<file path="config.mk">
export PLATFORM = sky130hd
export DESIGN_NAME = idedma_top
export DESIGN_NICKNAME = d
export VERILOG_FILES = /design/src/shared/idedma_pkg.sv /design/src/hdl/idedma_top.sv
export SDC_FILE = /design/constraint.sdc
export NUM_CORES = 1
export LEC_CHECK = 0
export ABC_AREA = 1
export ABC_CLOCK_PERIOD_IN_PS = 2500
export BUFFER_PORTS_ARGS = -buffer_cell sky130_fd_sc_hd__buf_2
export CAP_MARGIN = 25
export CELL_PAD_IN_SITES_DETAIL_PLACEMENT = 1
export CELL_PAD_IN_SITES_GLOBAL_PLACEMENT = 1
export CORE_MARGIN = 2
export CORE_UTILIZATION = 42
export CTS_CLUSTER_SIZE = 24
export DETAILED_ROUTE_END_ITERATION = 16
export PLACE_DENSITY_LB_ADDON = 0.1
export SYNTH_ARGS = -nofsm -noshare
export SYNTH_HDL_FRONTEND = slang
export SYNTH_SLANG_ARGS = --single-unit
</file>
<file path="constraint.sdc">
create_clock -name pclk -period 2.5 [get_ports pclk]
set_input_delay 0.375 -clock pclk [delete_from_list [all_inputs] [get_ports pclk]]
set_output_delay 0.375 -clock pclk [all_outputs]
set_load 0.005 [all_outputs]
</file>
<file path="src/shared/idedma_pkg.sv">
// Notes on behaviour
// - Command bit 3 picks direction: 0 memory reads, 1 memory writes.
// - Command bit 0 enables the engine on 1 and disables it on 0.
// - Clearing enable halts for good; restart needs reprogramming and enable.
// - Clearing enable mid-transfer aborts and drops data taken from the drive.
// - Reserved bits read zero: command 2:1, status 4:3.
// - Status bit 7 is read-only: 1 means simplex mode, 0 independent.
// - Status bit 6 is a read-write drive 1 DMA capable flag.
// - Status bit 5 is a read-write drive 0 DMA capable flag.
// - Status bit 2 sets on a drive interrupt, cleared by writing 1.
// - Status bit 1 sets on a transfer error, cleared by writing 1.
// - Once enabled, transfer continues until every descriptor is done, a memory cycle fails or enable is cleared.
// - Each descriptor is fetched from memory when needed, never cached.
// - Word 1 holds a 16-bit byte count and end flag at bit 31; the code reads count bits 15:4 only.
// - On enable, fetch descriptor at table pointer and advance pointer by 08h.
// - After a descriptor with end flag, clear active and stop; else continue.
// - Status bit 0 is read-only, 1 while the engine is active.
// - Table pointer holds address in 31:2 and reads the next descriptor.
package idedma_pkg;

    localparam logic [7:0]  CMD_IDX    = 8'h08;
    localparam logic [7:0]  STAT_IDX   = 8'h0a;
    localparam logic [7:0]  PTR_IDX    = 8'h0c;
    localparam logic [11:0] CMD_ADDR   = {2'h0, CMD_IDX, 2'h0};
    localparam logic [11:0] STAT_ADDR  = {2'h0, STAT_IDX, 2'h0};
    localparam logic [11:0] PTR_ADDR   = {2'h0, PTR_IDX, 2'h0};

    localparam int unsigned CMD_EN     = 0;
    localparam int unsigned CMD_DIR    = 3;
    localparam int unsigned ST_ACT     = 0;
    localparam int unsigned ST_ERR     = 1;
    localparam int unsigned ST_IRQ     = 2;
    localparam int unsigned ST_D0      = 5;
    localparam int unsigned ST_D1      = 6;
    localparam int unsigned ST_SPX     = 7;
    localparam int unsigned END_OF_TABLE_BIT = 31;

    localparam logic [7:0]  CMD_RST    = 8'h00;
    localparam logic [7:0]  STAT_RST   = 8'h00;
    localparam logic [31:0] PTR_RST    = 32'h0000_0000;
    localparam logic [31:0] DESC_STEP  = 32'h0000_0008;
    localparam logic [31:0] WORD_STEP  = 32'h0000_0004;
    localparam logic [16:0] WORD_BYTES = 17'h0_0004;
    localparam logic [16:0] MAX_BYTES  = 17'h1_0000;

    typedef enum logic [2:0] {
        S_IDLE, S_FETCH0, S_FETCH1, S_DRV_RD, S_MEM_WR, S_MEM_RD, S_DRV_WR
    } idedma_state_t;

    typedef struct packed {
        logic        req;
        logic        we;
        logic [31:0] addr;
        logic [31:0] wdata;
    } idedma_mreq_t;

    typedef struct packed {
        logic        ack;
        logic        err;
        logic [31:0] rdata;
    } idedma_mrsp_t;

endpackage

</file>
<file path="src/hdl/idedma_top.sv">
`timescale 1ns/1ps
`default_nettype none
module idedma_top #(
    parameter logic SIMPLEX = 1'b0
) (
    // Clock and reset
    input  wire logic                     pclk,
    input  wire logic                     presetn,
    // APB register port
    input  wire logic                     psel,
    input  wire logic                     penable,
    input  wire logic                     pwrite,
    input  wire logic [11:0]              paddr,
    input  wire logic [31:0]              pwdata,
    output logic      [31:0]              prdata,
    output logic                          pready,
    output logic                          pslverr,
    // Memory master port
    output idedma_pkg::idedma_mreq_t      mem_o,
    input  wire idedma_pkg::idedma_mrsp_t mem_i,
    // Drive pins
    input  wire logic                     drv_dreq,
    input  wire logic                     drv_intrq,
    input  wire logic [31:0]              drv_rdata,
    output logic                          drv_dack,
    output logic      [31:0]              drv_wdata
);

    idedma_pkg::idedma_state_t state;
    idedma_pkg::idedma_state_t next_state;

    logic [7:0]  cmd;
    logic [7:0]  next_cmd;
    logic        err;
    logic        next_err;
    logic        irq;
    logic        next_irq;
    logic [1:0]  cap;
    logic [1:0]  next_cap;
    logic [31:0] tbl_ptr;
    logic [31:0] next_tbl_ptr;
    logic [31:0] desc_addr;
    logic [31:0] next_desc_addr;
    logic [31:0] buf_addr;
    logic [31:0] next_buf_addr;
    logic [16:0] remain;
    logic [16:0] next_remain;
    logic        end_of_table_flag;
    logic        next_end_of_table_flag;
    logic [31:0] hold;
    logic [31:0] next_hold;
    logic [31:0] next_prdata;
    logic        next_pready;
    idedma_pkg::idedma_mreq_t next_mem;
    logic        next_dack;
    logic [31:0] next_wdata;

    // Pin synchronisers; stage 1 is read only by stage 2
    logic dreq_s1, dreq_s2;
    logic intrq_s1, intrq_s2, intrq_s3;

    logic active;
    logic apb_acc;
    logic wr_cmd;
    logic wr_stat;
    logic wr_ptr;
    logic start;
    logic last_word;
    logic mem_done;
    logic [7:0] stat_rd;

    assign active    = (state != idedma_pkg::S_IDLE);
    assign apb_acc   = psel & penable & pready;
    assign wr_cmd    = apb_acc & pwrite & (paddr == idedma_pkg::CMD_ADDR);
    assign wr_stat   = apb_acc & pwrite & (paddr == idedma_pkg::STAT_ADDR);
    assign wr_ptr    = apb_acc & pwrite & (paddr == idedma_pkg::PTR_ADDR);
    // Only a 0 to 1 write starts, so a halted run never resumes
    assign start     = wr_cmd & pwdata[idedma_pkg::CMD_EN]
                       & ~cmd[idedma_pkg::CMD_EN] & ~active;
    assign last_word = (remain <= idedma_pkg::WORD_BYTES);
    assign mem_done  = mem_o.req & mem_i.ack;

    always_comb begin
        stat_rd = 8'h00;
        stat_rd[idedma_pkg::ST_SPX] = SIMPLEX;
        stat_rd[idedma_pkg::ST_D1]  = cap[1];
        stat_rd[idedma_pkg::ST_D0]  = cap[0];
        stat_rd[idedma_pkg::ST_IRQ] = irq;
        stat_rd[idedma_pkg::ST_ERR] = err;
        stat_rd[idedma_pkg::ST_ACT] = active;
    end

    always_comb begin
        next_state     = state;
        next_cmd       = cmd;
        next_err       = err;
        next_irq       = irq;
        next_cap       = cap;
        next_tbl_ptr   = tbl_ptr;
        next_desc_addr = desc_addr;
        next_buf_addr  = buf_addr;
        next_remain    = remain;
        next_end_of_table_flag = end_of_table_flag;
        next_hold      = hold;
        next_mem       = mem_o;
        next_dack      = 1'b0;
        next_wdata     = drv_wdata;
        next_prdata    = prdata;
        // One wait state, so every access ends in exactly three cycles
        next_pready    = psel & penable & ~pready;

        if (psel & penable & ~pready & ~pwrite) begin
            case (paddr)
                idedma_pkg::CMD_ADDR:
                    next_prdata = {24'h0, 4'h0, cmd[idedma_pkg::CMD_DIR],
                                   2'h0, cmd[idedma_pkg::CMD_EN]};
                idedma_pkg::STAT_ADDR:
                    next_prdata = {24'h0, stat_rd};
                idedma_pkg::PTR_ADDR:
                    next_prdata = {tbl_ptr[31:2], 2'h0};
                default:
                    next_prdata = 32'h0;
            endcase
        end

        if (wr_cmd) begin
            next_cmd = 8'h00;
            next_cmd[idedma_pkg::CMD_DIR] = pwdata[idedma_pkg::CMD_DIR];
            next_cmd[idedma_pkg::CMD_EN]  = pwdata[idedma_pkg::CMD_EN];
        end
        if (wr_stat) begin
            next_cap = {pwdata[idedma_pkg::ST_D1], pwdata[idedma_pkg::ST_D0]};
            if (pwdata[idedma_pkg::ST_IRQ]) begin
                next_irq = 1'b0;
            end
            if (pwdata[idedma_pkg::ST_ERR]) begin
                next_err = 1'b0;
            end
        end
        if (wr_ptr) begin
            next_tbl_ptr = {pwdata[31:2], 2'h0};
        end
        // Sets come after clears so an event in the clearing cycle survives
        if (intrq_s2 & ~intrq_s3) begin
            next_irq = 1'b1;
        end

        case (state)
            idedma_pkg::S_IDLE: begin
                if (start) begin
                    next_desc_addr = tbl_ptr;
                    next_tbl_ptr   = tbl_ptr + idedma_pkg::DESC_STEP;
                    next_mem       = '{1'b1, 1'b0, tbl_ptr, 32'h0};
                    next_state     = idedma_pkg::S_FETCH0;
                end
            end
            idedma_pkg::S_FETCH0: begin
                if (mem_done) begin
                    next_buf_addr = {mem_i.rdata[31:4], 4'h0};
                    next_mem      = '{1'b1, 1'b0,
                                      desc_addr + idedma_pkg::WORD_STEP, 32'h0};
                    next_state    = idedma_pkg::S_FETCH1;
                end
            end
            idedma_pkg::S_FETCH1: begin
                if (mem_done) begin
                    next_mem.req = 1'b0;
                    next_end_of_table_flag =
                        mem_i.rdata[idedma_pkg::END_OF_TABLE_BIT];
                    // A zero count stands for a full 64 KB region
                    next_remain  = (mem_i.rdata[15:4] == 12'h0)
                                   ? idedma_pkg::MAX_BYTES
                                   : {1'b0, mem_i.rdata[15:4], 4'h0};
                    if (cmd[idedma_pkg::CMD_DIR]) begin
                        next_state = idedma_pkg::S_DRV_RD;
                    end else begin
                        next_mem   = '{1'b1, 1'b0, buf_addr, 32'h0};
                        next_state = idedma_pkg::S_MEM_RD;
                    end
                end
            end
            idedma_pkg::S_DRV_RD: begin
                if (dreq_s2 & ~drv_dack) begin
                    next_dack  = 1'b1;
                    next_hold  = drv_rdata;
                    next_mem   = '{1'b1, 1'b1, buf_addr, drv_rdata};
                    next_state = idedma_pkg::S_MEM_WR;
                end
            end
            idedma_pkg::S_MEM_RD: begin
                if (mem_done) begin
                    next_mem.req = 1'b0;
                    next_hold    = mem_i.rdata;
                    next_state   = idedma_pkg::S_DRV_WR;
                end
            end
            idedma_pkg::S_MEM_WR,
            idedma_pkg::S_DRV_WR: begin
                if ((state == idedma_pkg::S_MEM_WR) ? mem_done
                                                   : (dreq_s2 & ~drv_dack)) begin
                    next_mem.req  = 1'b0;
                    next_buf_addr = buf_addr + idedma_pkg::WORD_STEP;
                    next_remain   = remain - idedma_pkg::WORD_BYTES;
                    if (state == idedma_pkg::S_DRV_WR) begin
                        next_dack  = 1'b1;
                        next_wdata = hold;
                    end
                    if (!last_word) begin
                        if (cmd[idedma_pkg::CMD_DIR]) begin
                            next_state = idedma_pkg::S_DRV_RD;
                        end else begin
                            next_mem   = '{1'b1, 1'b0,
                                           buf_addr + idedma_pkg::WORD_STEP,
                                           32'h0};
                            next_state = idedma_pkg::S_MEM_RD;
                        end
                    end else if (end_of_table_flag) begin
                        next_state = idedma_pkg::S_IDLE;
                    end else begin
                        next_desc_addr = tbl_ptr;
                        next_tbl_ptr   = tbl_ptr + idedma_pkg::DESC_STEP;
                        next_mem       = '{1'b1, 1'b0, tbl_ptr, 32'h0};
                        next_state     = idedma_pkg::S_FETCH0;
                    end
                end
            end
            default: begin
                next_state = idedma_pkg::S_IDLE;
            end
        endcase

        // A failed memory cycle ends the run with the error flag up
        if (mem_done & mem_i.err) begin
            next_err     = 1'b1;
            next_mem.req = 1'b0;
            next_state   = idedma_pkg::S_IDLE;
        end
        // Abort: word held from the drive is dropped, no more memory cycles
        if (active & ~next_cmd[idedma_pkg::CMD_EN]) begin
            next_hold    = 32'h0;
            next_mem.req = 1'b0;
            next_dack    = 1'b0;
            next_state   = idedma_pkg::S_IDLE;
        end
    end

    always_ff @(posedge pclk or negedge presetn) begin
        if (!presetn) begin
            dreq_s1   <= 1'b0;
            dreq_s2   <= 1'b0;
            intrq_s1  <= 1'b0;
            intrq_s2  <= 1'b0;
            intrq_s3  <= 1'b0;
            state     <= idedma_pkg::S_IDLE;
            cmd       <= idedma_pkg::CMD_RST;
            err       <= idedma_pkg::STAT_RST[idedma_pkg::ST_ERR];
            irq       <= idedma_pkg::STAT_RST[idedma_pkg::ST_IRQ];
            cap       <= idedma_pkg::STAT_RST[idedma_pkg::ST_D1:idedma_pkg::ST_D0];
            tbl_ptr   <= idedma_pkg::PTR_RST;
            desc_addr <= 32'h0;
            buf_addr  <= 32'h0;
            remain    <= 17'h0;
            end_of_table_flag <= 1'b0;
            hold      <= 32'h0;
            prdata    <= 32'h0;
            pready    <= 1'b0;
            pslverr   <= 1'b0;
            mem_o     <= '0;
            drv_dack  <= 1'b0;
            drv_wdata <= 32'h0;
        end else begin
            dreq_s1   <= drv_dreq;
            dreq_s2   <= dreq_s1;
            intrq_s1  <= drv_intrq;
            intrq_s2  <= intrq_s1;
            intrq_s3  <= intrq_s2;
            state     <= next_state;
            cmd       <= next_cmd;
            err       <= next_err;
            irq       <= next_irq;
            cap       <= next_cap;
            tbl_ptr   <= next_tbl_ptr;
            desc_addr <= next_desc_addr;
            buf_addr  <= next_buf_addr;
            remain    <= next_remain;
            end_of_table_flag <= next_end_of_table_flag;
            hold      <= next_hold;
            prdata    <= next_prdata;
            pready    <= next_pready;
            pslverr   <= 1'b0;
            mem_o     <= next_mem;
            drv_dack  <= next_dack;
            drv_wdata <= next_wdata;
        end
    end
endmodule // idedma_top
`default_nettype wire

</file>
==> metrics, run 1 <==
latest clock arrival within the worst-skew pair=0.55 ns; Worst R2R Start=buf_addr[3]; CTS Buf Count=35; min-delay src=drv_rdata[9]; Placed Instances=2,891; clk slew on worst S/H paths=0.05 ns; first-pass iteration count of the detailed router=5; Worst Max-Slew Pin Slew=0.573 ns; global-route usage over all layers=28.1%; Crit path arrival time=2.73 ns; layout cell share with drive strength beyond 1=20.4%; setup_tns=0 ns; die area=40,800 um^2; Worst R2R Path Depth=10; flops & latches, synth=288; Synth Area in XOR/XNOR=1.33%; starting density of the core=42.6%; # port buffers=248; worst hold path depth=3; CTS tree=done; Setup WS pre-CTS=0.289 ns; largest net degree at the start of global routing=70; Layout Nets=2,535; cell count after synthesis=2,157; Final setup viols=0; IR drop worst, VDD=0.819 mV; GPL Wtd Cong=0.885; Placed Area=18,400 um^2; Power Density=929 nW/um^2; WL final=56.7 mm; DP Wirelength=43.2 mm; sequential fraction of the synthesis area=43.8%; diodes inserted=0; IO Pins=250; reg-to-reg endpoint=mem_o[52]; clk_skew=0.0122 ns; Yosys cell types=53; Post-Synth Simple-Gate Area=28.7%; mux contribution to synthesized area=6.09%; RSZ-0062 raised after global routing=no; syn avg cell area=7.63 um^2; Yosys warnings=0; fmax=445 MHz; setup ws final=0.253 ns; final hold viol count=0; number of global-route vias before repair=16,400; status=complete, no violations; CP startpoint kind=register; area grow syn2layout=19.0%; remaining routing DRC violations=0; Synth Area in Compound Gates=11.3%; row cnt=72; PnR Total Power=18.2 mW; Final Cell Area=19,600 um^2; Die Y=202 um; Slew Limit Headroom=61.8%; most frequent cells in the layout=nand2_1 (680), dfrtp_1 (288), buf_2 (247); Clock Path Buffers=3; H-tree Lvls=2; drt wl/cell=19.2 um; GRT overflow=0; first-pass GRT wire length=90.6 mm; Layout Cells excl Fill=2,955; routed vias/inst=5.23; max_cap viols=0; Hold Crit Class=in2reg; Post-synth EDFFs=0; fin crit share=89.9%; crit path kind=reg2reg; hold path endpoint=mem_o[9]; Post-Synth Adder-Cell Area=0.380%; Slew Viols, Final=0; largest family of logic cells by synthesized area=simple AND/OR/NAND/NOR gates; Initial DRC Count=827; crit end category=register; Max FO, Critical Path=5; Required @ worst endpoint=2.98 ns; clk sinks=288; via count=15,500; Detail Route Antenna Nets=0; core area=38,600 um^2; CTS Root Cell=clkbuf_16; # Post-CTS Setup Buffers=0; FF-to-FF setup slack=0.25 ns; Synth Cell Area=16,500 um^2; commonest non-fill, non-tap cell in the layout=nand2_1; Post-synth ARST share=100%; ys flop type=dfrtp_1; initial antenna violation count=0; P_leak=10.5 nW; Tmin final=2.25 ns; syn nets=2,279; Horiz. Die Dim=202 um
==> timing repair <==
| action | CTS | global route |
|---|---|---|
| gates resized for setup | 0 | 0 |
| hold buffers | 3 | 0 |
| endpoints found under the hold margin | 53 | 0 |
==> flip-flops by register name (all words and copies together) (netlist names) <==
name,count
intrq_s1,1
err,1
intrq_s3,1
mem_o,66
tbl_ptr,32
intrq_s2,1
cap,2
irq,1
prdata,32
dreq_s2,1
remain,15
pready,1
drv_dack,1
dreq_s1,1
hold,32
buf_addr,30
cmd,2
desc_addr,32
end_of_table_flag,1
drv_wdata,32
state,3
==> synth_stat cells (9+ instances only) <==
cell type	n	share of area, %
nand2_1	680	16
dfrtp_1	288	44
nor2_1	222	5.1
inv_1	219	5.0
nand3_1	133	4.0
o21ai_0	122	3.7
a21oi_1	72	2.2
mux2_2	70	4.8
o31ai_1	30	1.4
buf_2	29	0.88
o21ai_2	28	1.5
clkbuf_1	26	0.59
nand4_1	26	0.99
nor3_1	25	0.76
xor2_1	22	1.2
a22oi_1	20	0.91
mux2_1	19	1.3
buf_6	16	1.1
buf_4	9	0.41
==> through the flow <==
stage | utilization, % | hold slack [ns]
finish | 50.7 | 0.0478
global route | 50.7 | 0.0440
CTS | 50.7 | 0.0238
detailed placement | 47.7 | 0.339
global placement | 47.7 | 0.335
floorplan | - | 0.0794
==> worst max-delay path by stage <==
stage,startpoint,to,cells after the start
finish,buf_addr[3],mem_o[52],10
global route,desc_addr[2],mem_o[56],10
CTS,state[2],hold[3],8
detailed placement,remain[3],desc_addr[3],13
global placement,remain[7],desc_addr[3],12
floorplan,state[0],hold[0],9
==> power breakdown <==
group | internal, mW | switching, mW
sequential | 5.61 | 0.851
combinational | 2.33 | 4.29
clock | 3.04 | 2.07
==> worst max-delay path, stage by stage, from the launching register on <==
cell	delay, ns
dfrtp_1	0.44
ha_1	0.20
nand2_1	0.08
nor2_1	0.28
buf_4	0.17
nand3_1	0.19
o21ai_0	0.33
nand3_1	0.19
nand3b_1	0.18
nand2_1	0.07
nand2_1	0.06
==> cells by family (layout without fill, tap and decap cells) <==
logic type,Yosys count,in the layout
and+or+nand+nor,1126,1126
DFF,288,288
AOI/OAI and AO/OA,307,307
other,1,1
muxes,89,89
buffers and inverters,316,596
xor gates and xnor gates,25,25
adders and majority gates,5,5
==> layer usage <==
metal  part of all wire (%)  global-route usage, %  vias to the layer above
li1                       -                      -                     7464
met1                     44                   37.1                     7654
met2                     50                   48.8                      271
met3                    3.3                   3.35                       73
met4                    2.3                   7.20                        0
met5                      0                      0                        -
==> cell type report <==
cell class                 instances  area, um^2
fill                            4878       19100
multi-input combinational       1553        7880
sequential                       288        7210
timing repair buffer             305        1850
clock buffer                      54        1070
inverter                         230         871
tap                              518         648
clock inverter                     7        62.6
(Power assumes the default switching activity.)
==> inputs of run 2 (changes only) <==
Settings changed: CELL_PAD_IN_SITES_DETAIL_PLACEMENT 1 to 0, CELL_PAD_IN_SITES_GLOBAL_PLACEMENT 1 to 2, CORE_UTILIZATION 42 to 33, GPL_TIMING_DRIVEN set to 0.
==> metrics, run 2 (same netlist as run 1, synthesis figures left out) <==
die area=51,700 um^2 (was 40,800 um^2); P_leak=10.6 nW (was 10.5 nW); Tmin final=2.35 ns (was 2.25 ns); largest delay contributor family on the critical path=simple AND/OR/NAND/NOR gates (unchanged); H-tree Lvls=2 (unchanged); latest clock arrival within the worst-skew pair=0.55 ns (about the same); switching power=7.54 mW (was 7.22 mW); Worst R2R Start=state[0] (was buf_addr[3]); cell-internal power=11.5 mW (was 11.0 mW); IR drop worst, VDD=0.409 mV (was 0.819 mV); Crit path arrival time=2.85 ns (was 2.73 ns); # port buffers=248 (unchanged); Crit path top cell by count=nand2_1 (unchanged); row cnt=81 (was 72); Buf+Inv Stages, Crit Path=3 (was 1); CP peak stage delay=0.47 ns (was 0.44 ns); clk sinks=288 (unchanged); Core Util, Final=40.8% (was 50.7%); clk slew on worst S/H paths=0.07 ns (was 0.05 ns); Die Y=227 um (was 202 um); CTS Buf Count=37 (was 35); Flop pwr share=33.3% (was 35.5%); CP startpoint=state[0] (was buf_addr[3]); max_cap viols=0 (unchanged); commonest non-fill, non-tap cell in the layout=nand2_1 (unchanged); via count=15,500 (about the same); Sw Share=39.6% (was 39.7%); top routing layer used=met4 (unchanged); final hold viol count=0 (unchanged); Initial DRC Count=1,167 (was 827); min-delay src=drv_rdata[2] (was drv_rdata[9]); Worst Max-Slew Pin Slew=0.812 ns (was 0.573 ns); largest reg by FF count=mem_o (unchanged); clock share of power=30.7% (was 28.1%); starting density of the core=33.5% (was 42.6%); Final setup viols=0 (unchanged); GRT overflow=0 (unchanged); Setup WS pre-CTS=-0.0806 ns (was 0.289 ns); Hold WS=0.0389 ns (was 0.0478 ns); Placed Area=18,600 um^2 (was 18,400 um^2); crit path kind=reg2reg (unchanged); Power Density=953 nW/um^2 (was 929 nW/um^2); routed vias/inst=4.95 (was 5.23); area grow syn2layout=21.5% (was 19.0%); setup ws final=0.147 ns (was 0.253 ns); Hold Crit Class=in2reg (unchanged); first-pass iteration count of the detailed router=5 (unchanged); GPL Wtd Cong=0.867 (was 0.885); Detail Route Antenna Nets=0 (unchanged); Horiz. Die Dim=227 um (was 202 um); Required @ worst endpoint=3.00 ns (was 2.98 ns); Slew Viols, Final=0 (unchanged); RSZ-0062 raised after global routing=no (unchanged); met3 wire len=2.89 mm (was 1.88 mm); IO Pins=250 (unchanged); WL met1=29.9 mm (was 25.2 mm); Clock Path Buffers=3 (unchanged); PnR Total Power=19.0 mW (was 18.2 mW); Slowest-stage cell, CP=nand3_1 (was dfrtp_1); most frequent cells in the layout=nand2_1 (679), dfrtp_1 (287), buf_2 (275) (was nand2_1 (680), dfrtp_1 (288), buf_2 (247)); crit end category=register (unchanged); first-pass GRT wire length=93.5 mm (was 90.6 mm); critical-path cell list=buf_4 -> nor2_2 -> inv_1 -> nor2_2 -> inv_1 -> nand3_1 -> nand3_1 -> nand2_1 -> nand2_1 -> nand2_1 (was ha_1 -> nand2_1 -> nor2_1 -> buf_4 -> nand3_1 -> o21ai_0 -> nand3_1 -> nand3b_1 -> nand2_1 -> nand2_1); CTS Root Cell=clkbuf_16 (unchanged); Final Cell Area=20,000 um^2 (was 19,600 um^2); Max FO, Critical Path=9 (was 5); initial antenna violation count=2 (was 0); number of flip-flops in the largest register=66 (unchanged); Layout Nets=2,571 (was 2,535); core area=49,100 um^2 (was 38,600 um^2); global-route usage over all layers=24.1% (was 28.1%); combinational power share=36.0% (was 36.4%); WL final=61.9 mm (was 56.7 mm); layout cell share with drive strength beyond 1=21.0% (was 20.4%); routed wl met2=28.1 mm (was 28.3 mm); status=complete, no violations (unchanged); number of global-route vias before repair=15,400 (was 16,400); CP startpoint kind=register (unchanged); fin crit share=94.1% (was 89.9%); CTS tree=done (unchanged); largest net degree at the start of global routing=110 (was 70); Slew Limit Headroom=45.9% (was 61.8%); clk_skew=0.0176 ns (was 0.0122 ns); remaining routing DRC violations=0 (unchanged); DP Wirelength=48.2 mm (was 43.2 mm); drt wl/cell=19.7 um (was 19.2 um); fmax=425 MHz (was 445 MHz)
run 2: changes by cell type in the layout (fill, tap and decap cells not counted), sizes merged:
| cell | previous run | this run |
|---|---|---|
| buf | 302 | 309 |
| inv | 229 | 230 |
| diode | 0 | 2 |
| clkbuf | 54 | 85 |
| clkinv | 6 | 5 |
| bufinv | 1 | 4 |
run 2: metal layers:
metal / vias up / GRT usage, %
met4: 0 / 5.50
met3: 66 / 3.59
met2: 358 / 37.7
met5: - / 0
li1: 7556 / -
met1: 7569 / 35.1
run 2: layout make-up:
class                           instances  area [um^2]
Multi-Input combinational cell       1553         7900
Tap cell                              664          831
Antenna cell                            2         5.00
Fill cell                            5294        29100
Timing Repair Buffer                  253         1340
Clock buffer                           58         1170
Inverter                              230          871
Clock inverter                         10          156
Sequential cell                       288         7210
Buffer                                 86          520
run 2: worst paths after layout:
path	cells past startpoint	slack [ns]	endpoint
min in group asynchronous	2	0.42	drv_wdata[29]
worst min-delay path	3	0.04	mem_o[2]
worst min register to register	0	0.35	dreq_s2
max in group asynchronous	3	1.02	intrq_s1
worst max-delay path	10	0.15	state[1]
worst max register to register	10	0.15	state[1]
run 2: what timing repair did:
item,in CTS,in global routing
gates resized for setup,2,21
hold buffers,3,0
pin swaps,0,0
endpoints found under the setup margin,2,72
buffers inserted,0,0
cloned,0,0
endpoints found under the hold margin,78,0
run 2: stage by stage:
step | setup TNS (ns) | std cells
finish | 0 | 3144
global route | 0 | 3144
CTS | 0 | 3142
detailed placement | -0.0920 | 3071
global placement | -1405.68 | 3069
floorplan | 0 | 2157
run 2: tightest hold or removal path: stages:
cell and delay (ns):
buf_2 0.08, nand2_1 0.04, nand2_1 0.05
run 2: power by group through the flow:
stage	combinational, mW	clock [mW]	sequential (mW)
6_report	6.86	5.84	6.34
5_1_grt	7.72	6.16	6.47
3_5_place_dp	6.85	0	6.41
4_1_cts	6.89	5.98	6.34
3_3_place_gp	6.79	0	6.40
2_1_floorplan	4.23	0	6.24
